===== src/common/sdec_map.svh =====
// register map, field positions, reset values and reason codes of the drop-event capture block
// assumes inclusion by the design files and the bench that decode the register word
`ifndef SDEC_MAP_SVH
`define SDEC_MAP_SVH

// ----------------------------------------
// register indices; byte address is index times four
// ----------------------------------------
`define SDEC_IDX_MASK 16'h1880
`define SDEC_IDX_STATUS 16'h1881
`define SDEC_IDX_LSB 2
`define SDEC_IDX_MSB 17

// ----------------------------------------
// status word fields
// ----------------------------------------
`define SDEC_PEND_BIT 0
`define SDEC_A_VALID_BIT 1
`define SDEC_A_PORT_LSB 2
`define SDEC_A_REASON_LSB 4
`define SDEC_B_VALID_BIT 8
`define SDEC_B_PORT_LSB 9
`define SDEC_B_REASON_LSB 11

// ----------------------------------------
// mask word field and reset value
// ----------------------------------------
`define SDEC_MASK_BIT 0
`define SDEC_MASK_RST 1'b1

// ----------------------------------------
// ports and drop reasons
// ----------------------------------------
`define SDEC_PORT_RSVD 2'h3
`define SDEC_RSN_TAG_ONLY 4'h0
`define SDEC_RSN_UNK_NOT_MEMBER 4'h1
`define SDEC_RSN_SRC_NOT_FWD 4'h2
`define SDEC_RSN_DST_NOT_FWD 4'h3
`define SDEC_RSN_DST_NOT_MEMBER 4'h4
`define SDEC_RSN_SRC_NOT_MEMBER 4'h5
`define SDEC_RSN_UNK_UNICAST 4'h6
`define SDEC_RSN_UNK_MULTICAST 4'h7
`define SDEC_RSN_BCAST_THROTTLE 4'h8
`define SDEC_RSN_UNK_SRC_NOT_FWD 4'h9
`define SDEC_RSN_SAME_PORT 4'ha
`define SDEC_RSN_FILTERED 4'hb
`define SDEC_RSN_RSVD_C 4'hc
`define SDEC_RSN_RSVD_D 4'hd
`define SDEC_RSN_VID_ALL_ONES 4'he
`define SDEC_RSN_RSVD_F 4'hf

`endif


===== src/common/sdec_pkg.sv =====
// types shared by the drop-event capture block
// assumes the map header is on the include path
`default_nettype none

package sdec_pkg;
	// ----------------------------------------
	// drop causes reported by forwarding logic
	// ----------------------------------------
	typedef struct packed {
		logic vlan_all_ones;
		logic tagged_only_admission;
		logic untagged;
		logic dst_known;
		logic dst_unicast;
		logic dst_multicast;
		logic dst_broadcast;
		logic member_check;
		logic admit_non_member;
		logic src_member;
		logic dst_member;
		logic src_forwarding;
		logic dst_forwarding;
		logic drop_unknown;
		logic filter_multicast;
		logic bcast_throttled;
		logic same_port;
		logic filter_flag;
	} sdec_cause_s;

	typedef struct packed {
		logic valid;
		logic [1:0] src_port;
		sdec_cause_s cause;
	} sdec_drop_s;

	typedef struct packed {
		logic [3:0] reason;
		logic [1:0] port;
		logic valid;
	} sdec_slot_s;

	typedef enum {SDEC_IDLE, SDEC_DATA} sdec_bus_e;
endpackage : sdec_pkg

`default_nettype wire


===== src/logic/sdec_reason_enc.sv =====
// drop-reason encoder: turns the cause flags of one drop into a four-bit reason
// assumes flags come from forwarding logic on the same clock, combinational here
`timescale 1ns/1ps
`default_nettype none
`include "sdec_map.svh"

module sdec_reason_enc
	import sdec_pkg::*;
(
	input wire sdec_cause_s cause,
	output logic [3:0] reason,
	output logic known
);
	// ----------------------------------------
	// priority chain; reserved codes are never produced
	// ----------------------------------------
	always_comb begin
		reason = `SDEC_RSN_TAG_ONLY;
		known = 1'b1;
		if (cause.vlan_all_ones) begin
			reason = `SDEC_RSN_VID_ALL_ONES;
		end else if (cause.tagged_only_admission && cause.untagged) begin
			reason = `SDEC_RSN_TAG_ONLY;
		end else if (!cause.dst_known) begin
			if (!cause.src_forwarding) begin
				reason = `SDEC_RSN_UNK_SRC_NOT_FWD;
			end else if (cause.member_check && !cause.admit_non_member && !cause.src_member) begin
				reason = `SDEC_RSN_UNK_NOT_MEMBER;
			end else if (cause.dst_broadcast && cause.bcast_throttled) begin
				reason = `SDEC_RSN_BCAST_THROTTLE;
			end else if (cause.drop_unknown && cause.dst_unicast) begin
				reason = `SDEC_RSN_UNK_UNICAST;
			end else if (cause.filter_multicast && cause.dst_multicast) begin
				reason = `SDEC_RSN_UNK_MULTICAST;
			end else begin
				known = 1'b0;
			end
		end else if (!cause.src_forwarding) begin
			reason = `SDEC_RSN_SRC_NOT_FWD;
		end else if (!cause.dst_forwarding) begin
			reason = `SDEC_RSN_DST_NOT_FWD;
		end else if (cause.same_port) begin
			reason = `SDEC_RSN_SAME_PORT;
		end else if (cause.member_check && !cause.dst_member) begin
			reason = `SDEC_RSN_DST_NOT_MEMBER;
		end else if (cause.member_check && !cause.admit_non_member && !cause.src_member) begin
			reason = `SDEC_RSN_SRC_NOT_MEMBER;
		end else if (cause.filter_flag) begin
			reason = `SDEC_RSN_FILTERED;
		end else begin
			known = 1'b0;
		end
	end
endmodule : sdec_reason_enc

`default_nettype wire


===== src/logic/sdec_top.sv =====
// drop-event capture register bank: two capture slots, read-to-clear status, interrupt mask
// assumes AHB-Lite single word transfers and drop reports on hclk from forwarding logic
`timescale 1ns/1ps
`default_nettype none
`include "sdec_map.svh"

// Contract
// - two capture slots, A filled first, B only while A holds
// - pending bit 0 set on any drop
// - slot A valid bit 1 marks bits 7:2
// - slot B valid bit 8 marks bits 14:9
// - source port fields; code 11 never reported
// - reason A bits 7:4, B bits 14:11
// - read clears all; reset zero; 31:15 reserved
// - mask blocks interrupt output
// - mask leaves status; resets masked
// - 0000: tagged-only admission, untagged frame
// - 0001: unknown dest, source not member
// - 0010/0011: source/destination not forwarding
// - 0100/0101: destination/source not member
// - 0110/0111: unknown unicast / multicast filtered
// - 1000: broadcast throttling limit exceeded
// - 1001: unknown dest, source not forwarding
// - 1010 same port, 1011 filter flag
// - 1110 all-ones VLAN; reserved codes unused
module sdec_top
	import sdec_pkg::*;
(
	input wire logic hclk,
	input wire logic hresetn,
	input wire logic hsel,
	input wire logic [31:0] haddr,
	input wire logic [1:0] htrans,
	input wire logic hwrite,
	input wire logic [2:0] hsize,
	input wire logic [31:0] hwdata,
	input wire logic hready,
	output logic hreadyout,
	output logic hresp,
	output logic [31:0] hrdata,
	input wire sdec_drop_s drop_in,
	output logic drop_irq
);
	// ----------------------------------------
	// helpers
	// ----------------------------------------
	function automatic logic reg_hit(input logic [31:0] addr, input logic [15:0] idx);
		reg_hit = (addr[`SDEC_IDX_MSB:`SDEC_IDX_LSB] == idx) && (addr[31:`SDEC_IDX_MSB+1] == 14'h0000);
	endfunction : reg_hit

	function automatic logic [31:0] pack_status(input logic pend, input sdec_slot_s a, input sdec_slot_s b);
		logic [31:0] w;
		w = 32'h0000_0000;
		w[`SDEC_PEND_BIT] = pend;
		w[`SDEC_A_VALID_BIT] = a.valid;
		w[`SDEC_A_PORT_LSB +: 2] = a.port;
		w[`SDEC_A_REASON_LSB +: 4] = a.reason;
		w[`SDEC_B_VALID_BIT] = b.valid;
		w[`SDEC_B_PORT_LSB +: 2] = b.port;
		w[`SDEC_B_REASON_LSB +: 4] = b.reason;
		pack_status = w;
	endfunction : pack_status

	// ----------------------------------------
	// bus slave state
	// ----------------------------------------
	sdec_bus_e state_r;
	logic wr_q_r;
	logic [31:0] addr_q_r;
	logic mask_r;
	logic pending_r;
	sdec_slot_s slot_a_r;
	sdec_slot_s slot_b_r;
	logic [3:0] enc_reason;
	logic enc_known;
	logic req;
	logic data_done;
	logic rd_clr;
	logic ev_ok;
	sdec_slot_s base_a;
	sdec_slot_s base_b;

	// one wait state so read data comes straight from a flop
	assign req = hsel && hready && htrans[1];
	assign data_done = (state_r == SDEC_DATA);
	assign rd_clr = data_done && !wr_q_r && reg_hit(addr_q_r, `SDEC_IDX_STATUS);

	always_ff @(posedge hclk or negedge hresetn) begin
		if (!hresetn) begin
			state_r <= SDEC_IDLE;
		end else begin
			unique case (state_r)
				SDEC_IDLE: begin
					if (req) begin
						state_r <= SDEC_DATA;
					end
				end
				SDEC_DATA: begin
					state_r <= SDEC_IDLE;
				end
			endcase
		end
	end

	always_ff @(posedge hclk or negedge hresetn) begin
		if (!hresetn) begin
			wr_q_r <= 1'b0;
			addr_q_r <= 32'h0000_0000;
		end else if (state_r == SDEC_IDLE && req) begin
			wr_q_r <= hwrite;
			addr_q_r <= haddr;
		end
	end

	always_ff @(posedge hclk or negedge hresetn) begin
		if (!hresetn) begin
			hreadyout <= 1'b1;
		end else if (state_r == SDEC_IDLE && req) begin
			hreadyout <= 1'b0;
		end else begin
			hreadyout <= 1'b1;
		end
	end

	// only whole words are expected; hsize is accepted as is
	always_ff @(posedge hclk or negedge hresetn) begin
		if (!hresetn) begin
			hresp <= 1'b0;
		end else begin
			hresp <= 1'b0;
		end
	end

	// unmapped addresses read as zero and ignore writes
	always_ff @(posedge hclk or negedge hresetn) begin
		if (!hresetn) begin
			hrdata <= 32'h0000_0000;
		end else if (data_done && !wr_q_r) begin
			if (reg_hit(addr_q_r, `SDEC_IDX_STATUS)) begin
				hrdata <= pack_status(pending_r, slot_a_r, slot_b_r);
			end else if (reg_hit(addr_q_r, `SDEC_IDX_MASK)) begin
				hrdata <= {31'h0000_0000, mask_r};
			end else begin
				hrdata <= 32'h0000_0000;
			end
		end
	end

	// ----------------------------------------
	// mask register
	// ----------------------------------------
	always_ff @(posedge hclk or negedge hresetn) begin
		if (!hresetn) begin
			mask_r <= `SDEC_MASK_RST;
		end else if (data_done && wr_q_r && reg_hit(addr_q_r, `SDEC_IDX_MASK)) begin
			mask_r <= hwdata[`SDEC_MASK_BIT];
		end
	end

	// ----------------------------------------
	// drop capture
	// ----------------------------------------
	sdec_reason_enc u_enc (
		.cause(drop_in.cause),
		.reason(enc_reason),
		.known(enc_known)
	);

	// a drop without a known reason or on the reserved port only raises pending
	assign ev_ok = drop_in.valid && enc_known && (drop_in.src_port != `SDEC_PORT_RSVD);

	// the clear is applied first so a drop in the read cycle survives it
	always_comb begin
		base_a = rd_clr ? '0 : slot_a_r;
		base_b = rd_clr ? '0 : slot_b_r;
	end

	always_ff @(posedge hclk or negedge hresetn) begin
		if (!hresetn) begin
			pending_r <= 1'b0;
		end else begin
			pending_r <= (pending_r && !rd_clr) || drop_in.valid;
		end
	end

	always_ff @(posedge hclk or negedge hresetn) begin
		if (!hresetn) begin
			slot_a_r <= '0;
		end else if (ev_ok && !base_a.valid) begin
			slot_a_r <= '{reason: enc_reason, port: drop_in.src_port, valid: 1'b1};
		end else begin
			slot_a_r <= base_a;
		end
	end

	always_ff @(posedge hclk or negedge hresetn) begin
		if (!hresetn) begin
			slot_b_r <= '0;
		end else if (ev_ok && base_a.valid && !base_b.valid) begin
			slot_b_r <= '{reason: enc_reason, port: drop_in.src_port, valid: 1'b1};
		end else begin
			slot_b_r <= base_b;
		end
	end

	// ----------------------------------------
	// interrupt request
	// ----------------------------------------
	always_ff @(posedge hclk or negedge hresetn) begin
		if (!hresetn) begin
			drop_irq <= 1'b0;
		end else begin
			drop_irq <= pending_r && !mask_r;
		end
	end
endmodule : sdec_top

`default_nettype wire


===== config.mk =====
export PLATFORM = sky130hd
export DESIGN_NAME = sdec_top
export DESIGN_NICKNAME = d
export VERILOG_FILES = /design/src/common/sdec_pkg.sv /design/src/logic/sdec_reason_enc.sv /design/src/logic/sdec_top.sv
export VERILOG_INCLUDE_DIRS = /design/src /design/src/common
export SDC_FILE = /design/constraint.sdc
export NUM_CORES = 1
export LEC_CHECK = 0
export BUFFER_PORTS_ARGS = -buffer_cell sky130_fd_sc_hd__clkbuf_2
export CAP_MARGIN = 10
export CORE_ASPECT_RATIO = 0.6
export CORE_MARGIN = 5
export CORE_UTILIZATION = 47
export CTS_BUF_LIST = sky130_fd_sc_hd__clkbuf_16
export CTS_CLUSTER_DIAMETER = 80
export DETAILED_ROUTE_END_ITERATION = 7
export PLACE_DENSITY = 0.76
export SLEW_MARGIN = 20
export SYNTH_ARGS = -nofsm -noshare
export SYNTH_HDL_FRONTEND = slang
export SYNTH_SLANG_ARGS = --single-unit

===== constraint.sdc =====
create_clock -name hclk -period 2.1 [get_ports hclk]
set_input_delay 0 -clock hclk [delete_from_list [all_inputs] [get_ports hclk]]
set_output_delay 0 -clock hclk [all_outputs]
set_load 0.05 [all_outputs]

; After elaboration in Yosys (flattened, before gate mapping)
; Index checks and enable logic that the tools add are counted.
[word_totals]
register_bits = 115
latchBits = 0
ram_bits = 0
mem_bits_ro = 0
in_bits = 95
output_inout_bits = 35
n_memories = 0
[op_classes]
addsub = 0
multipliers = 0
div = 0
order_cmp = 0
n_eq_ne = 6
n_shift = 0
n_mux = 37
n_bitwise = 0
n_reduce_logical = 37
[ops]
columns = cell, n
row1 = zero test 32 bit, 2
row2 = one-hot mux 32 bit (2 select lines), 1
row3 = 2-to-1 mux 4 bit, 13
row4 = "equality test 16 x 13 -> 1 bit, second input constant", 2
row5 = "equality test 32 x 1 -> 1 bit, second input constant", 1
row6 = "equality test 32 x 2 -> 1 bit, second input constant", 1
row7 = 2-to-1 mux 32 bit, 1
row8 = 2-to-1 mux 7 bit, 4
row9 = logical AND 1 bit, 23
row10 = 2-to-1 mux 1 bit, 16
row11 = 2-to-1 mux 15 bit, 1
row12 = zero test 14 bit, 1
row13 = zero test 1 bit, 8
row14 = "!= test 2 bit, second input constant", 2
row15 = nonzero test 2 bit, 2
row16 = 2-to-1 mux 3 bit, 1
row17 = logical OR 1 bit, 1

; Longest topological paths before layout
[depth]
ltp_word = 16
ltp_mapped = 6

; Modules after synthesis
; A second synthesis with hierarchy kept.
[hier_totals]
cells_unflattened = 303
area_unflattened_um2 = 3019.1
[modules_own_cells]
columns = module, instances, cells_each, area_each_um2
row1 = sdec_top, 1, 262, 2778.9
row2 = sdec_reason_enc, 1, 41, 240.2

; Least setup slack after synthesis
; Ideal clock, no wire load.
[synth_timing]
path_type = reg-to-reg
start = register addr_q_r[17]
end = register pending_r
arrival_ps = 1508
slack_ps = 474
stages_incl_launch_ff = 6
n_path_buf = 1
cell_sequence = dfrtp_1 -> nor4b_1 -> and4_1 -> nand4_1 -> clkbuf_1 -> a21o_1
[synth_between]
elab_chain_cells = 6
[synth_lines]
columns = element, line
row1 = "start, declared", sdec_top.sv:69  ; logic [31:0] addr_q_r;
row2 = "start signal, assigned", sdec_top.sv:111  ; addr_q_r <= haddr;
row3 = equality test 16 x 13 -> 1 bit, sdec_top.sv:48  ; reg_hit = (addr[`SDEC_IDX_MSB:`SDEC_IDX_LSB] == idx) && (addr[31:`SDEC_IDX_MSB+1] == 14'h0000);
row4 = logical AND 1 bit, sdec_top.sv:48
row5 = logical AND 1 bit, sdec_top.sv:86  ; assign rd_clr = data_done && !wr_q_r && reg_hit(addr_q_r, `SDEC_IDX_STATUS);
row6 = zero test 1 bit, sdec_top.sv:182  ; pending_r <= (pending_r && !rd_clr) || drop_in.valid;
row7 = logical AND 1 bit, sdec_top.sv:182
row8 = logical OR 1 bit, sdec_top.sv:182
row9 = "end signal, assigned", sdec_top.sv:182
row10 = "end, declared", sdec_top.sv:71  ; logic pending_r;
; No other way between the ends.
; A chain may end at the register's enable or synchronous reset.

; Worst setup path after layout
[layout_timing]
start = register addr_q_r[10]
end = register slot_a_r[3] (netlist name)
[layout_between]
elab_chain_cells = 7
[layout_lines]
columns = element, line
row1 = equality test 16 x 13 -> 1 bit (*), sdec_top.sv:48
row2 = logical AND 1 bit (*), sdec_top.sv:48
row3 = logical AND 1 bit (*), sdec_top.sv:86
row4 = 2-to-1 mux 7 bit, sdec_top.sv:174  ; base_a = rd_clr ? '0 : slot_a_r;
row5 = zero test 1 bit, sdec_top.sv:189  ; end else if (ev_ok && !base_a.valid) begin
row6 = logical AND 1 bit, sdec_top.sv:189
row7 = 2-to-1 mux 7 bit / nonzero test 2 bit (equally long branches), -
row8 = "end signal, assigned", sdec_top.sv:190  ; slot_a_r <= '{reason: enc_reason, port: drop_in.src_port, valid: 1'b1};
row9 = "end signal, assigned", sdec_top.sv:192  ; slot_a_r <= base_a;
row10 = "end, declared", sdec_top.sv:72  ; sdec_slot_s slot_a_r;
; Every way passes the cells marked *; elsewhere a longest branch is shown, timed or not. The select of a mux whose other input is x is not followed.

==> run metrics <==
result of the run=completed; die width=113 um; postcts setup bufs=0; total global routing track utilization=19.4%; area of all placed cells without fillers=0.00408 mm^2; cell type with the highest occurrence count on the critical path=and4_1; Peak supply drop=0.727 mV; Max transition margin=47.7%; Post-synth top flop=dfrtp_1; buffer type at the clock tree root=clkbuf_16; required arrival time at the worst endpoint=2.31 ns; total internal power=2.66 mW; IO Port Bufs=74; height of the die=71.8 um; Clk Latency, worst-skew pair=0.32 ns; number of distinct library cells after synthesis=47; number of antenna diodes=0; maximum count of clock buffers along a single path=2; share of cells above drive strength 1=25.8%; number of antenna violations at the first check in global routing=0; share of the yosys chip area belonging to registers=54.4%; CTS tree=built; final critical-path share of the clock period=89.6%; pin slew with the least headroom to its limit=0.785 ns; via-per-instance ratio=5.08; average routed wire per standard cell=14.8 um; Net count, final=512; dpl cell area=0.00339 mm^2; Antenna Nets Post-Route=0; setup repair after global routing missed its margin=no; EDFF count, synth=0; CTS H-tree depth=3; net load switching power=0.938 mW; number of clock buffers inserted by TritonCTS=9; vias in the first global route=2586; Post-Synthesis Cell Area=0.00299 mm^2; delay contributed by the slowest stage of the critical path=0.41 ns; Lkg Pwr=2.14 nW; Syn-to-layout area delta=36.3%; share of power burned in combinational logic=13.2%; yosys synthesis warning count=0; number of hold violations in the final report=0; Finish-stage setup viols=0; worst path arrival time=2.09 ns; P per Cell Area=882 mW/mm^2; commonest cells after routing, fill and taps aside=nand2_1 (111), clkbuf_2 (74), dfrtp_1 (63); portion of total power attributed to the clock network=44.9%; overall die area=0.00812 mm^2; floorplan core area=0.00614 mm^2; CP max FO=6; switching share of power=26.1%; synthesized netlist cell count=303; number of top-level design ports=130; Slew Limit Fails=0; Starting Density=48.8%; Buf+Inv Stages, Crit Path=0; most common library cell in the layout ignoring fill and taps=nand2_1; max_cap viols=0; number of remaining DRC errors=0; first-pass GRT wire length=12300 um; class of the tightest hold or removal check=input pin to flip-flop; Post-Route Skew=0.00693 ns; number of detailed-routing iterations run before antenna repair=5; fraction of power consumed by sequential logic=41.9%; shortest period the worst path allows=1.88 ns; detailed-route wire length=7490 um; sort of element at the start of the critical path=flip-flop; # clock sinks=65; Worst-path clk slew=0.06 ns; HPWL after detailed placement=4780 um; weighted congestion reported at the end of routability-driven placement=0.872; family with the most delay on the worst path=simple AND/OR/NAND/NOR gates; master of the slowest instance on the critical path=nor4b_1; largest net degree at the start of global routing=66; peak clock frequency supported by timing=532 MHz; async set-reset flop share out of synthesis=100%; via total after detailed routing=2568; mean area per synthesized cell=9.88 um^2; type of the setup path with the least slack=flip-flop to flip-flop; Resize count post-CTS=0; std cell rows=22; endpoint kind of the worst setup timing path=flip-flop; cell breakdown of the critical path=nor4b_1, and4_1, and4_1, a21oi_2, a22o_1; Hold-fix buffers, CTS=36; flop and latch count out of synthesis=65; drt first-iter violations=129; setup tns final=0 ns; GR Overflow Total=0
## stage by stage
stage	hold WS [ns]	total power, mW	setup WS [ns]	utilization (%)	cells
final	0.0558	3.60	0.219	66.4	506
after global routing	0.0630	3.76	0.110	66.4	506
after CTS	0.0407	3.60	0.229	66.4	506
after detailed placement	0.192	1.93	0.261	55.2	454
after global placement	0.190	1.92	0.295	55.2	454
after floorplan	-0.296	1.80	0.474	-	320
## sequential cells by signal, summed over array words and instances, names as in the netlist
name       count
addr_q_r      30
drop_irq       1
hrdata        15
hreadyout      1
mask_r         1
pending_r      1
slot_a_r       7
slot_b_r       7
state_r        1
wr_q_r         1
## worst paths after layout
check / from / to / slack, ns / depth (start not counted)
worst max-delay path: addr_q_r[10] / slot_a_r[3] / 0.22 / 5
worst min register to register: addr_q_r[31] / addr_q_r[31] / 0.47 / 2
worst min-delay path: hready / addr_q_r[19] / 0.06 / 5
min in group asynchronous: hresetn / addr_q_r[28] / 0.37 / 3
worst max register to register: addr_q_r[10] / slot_a_r[3] / 0.22 / 5
max in group asynchronous: hresetn / hrdata[11] / 1.20 / 3
## Yosys cell counts (2+ instances only)
| cell | number | area [um^2] |
|---|---|---|
| a22o_1 | 18 | 158 |
| a21oi_1 | 4 | 20.0 |
| and4_1 | 3 | 26.3 |
| nor2b_1 | 5 | 31.3 |
| clkbuf_1 | 8 | 30.0 |
| a211oi_1 | 3 | 22.5 |
| inv_1 | 4 | 15.0 |
| nor3_1 | 4 | 20.0 |
| dfrtp_1 | 63 | 1580 |
| mux2i_1 | 7 | 70.1 |
| o2bb2ai_1 | 2 | 17.5 |
| buf_2 | 2 | 10.0 |
| o41ai_1 | 2 | 17.5 |
| dfstp_2 | 2 | 52.6 |
| a21o_1 | 3 | 22.5 |
| nor2_1 | 7 | 26.3 |
| nor4b_1 | 3 | 26.3 |
| nand2_1 | 111 | 417 |
| buf_4 | 18 | 135 |
| o21ai_0 | 5 | 25.0 |
| nor4_1 | 3 | 18.8 |
## final cells by class
class	instances	area [um^2]
Clock buffer	9	225
Clock inverter	7	103
Fill cell	437	2060
Inverter	4	15.0
Multi-Input combinational cell	222	1230
Sequential cell	65	1630
Tap cell	84	105
Timing Repair Buffer	115	768
## routing by layer
| layer | up-vias | global-route usage [%] | part of all wire, % |
|---|---|---|---|
| met5 | - | 0 | 0 |
| met4 | 0 | 9.33 | 3.0 |
| met3 | 22 | 7.43 | 7.8 |
| met2 | 133 | 28.8 | 47 |
| met1 | 1183 | 25.0 | 42 |
| li1 | 1230 | - | - |
## kinds of logic (layout without fill, tap and decap cells)
| family | Yosys count | after routing | share of synthesized area [%] |
|---|---|---|---|
| compound gates | 48 | 48 | 13.5 |
| buf+inv | 33 | 135 | 6.48 |
| flops | 65 | 65 | 54.4 |
| mux | 8 | 8 | 2.72 |
| other cells | 1 | 18 | 0.125 |
| simple gates | 148 | 148 | 22.7 |
## power groups by stage
stage	logic, mW	clock network, mW	registers [mW]
after floorplan	0.302	0	1.50
after global placement	0.401	0	1.52
after detailed placement	0.411	0	1.52
after CTS	0.467	1.63	1.50
after global routing	0.532	1.70	1.52
final	0.474	1.62	1.51
## worst min-delay path, stage by stage
cell and delay (ns):
clkbuf_2 0.08, nand4b_1 0.10, inv_1 0.06, nand2_1 0.06, nand2_1 0.04
No activity file was read; power rests on OpenSTA's default activity.
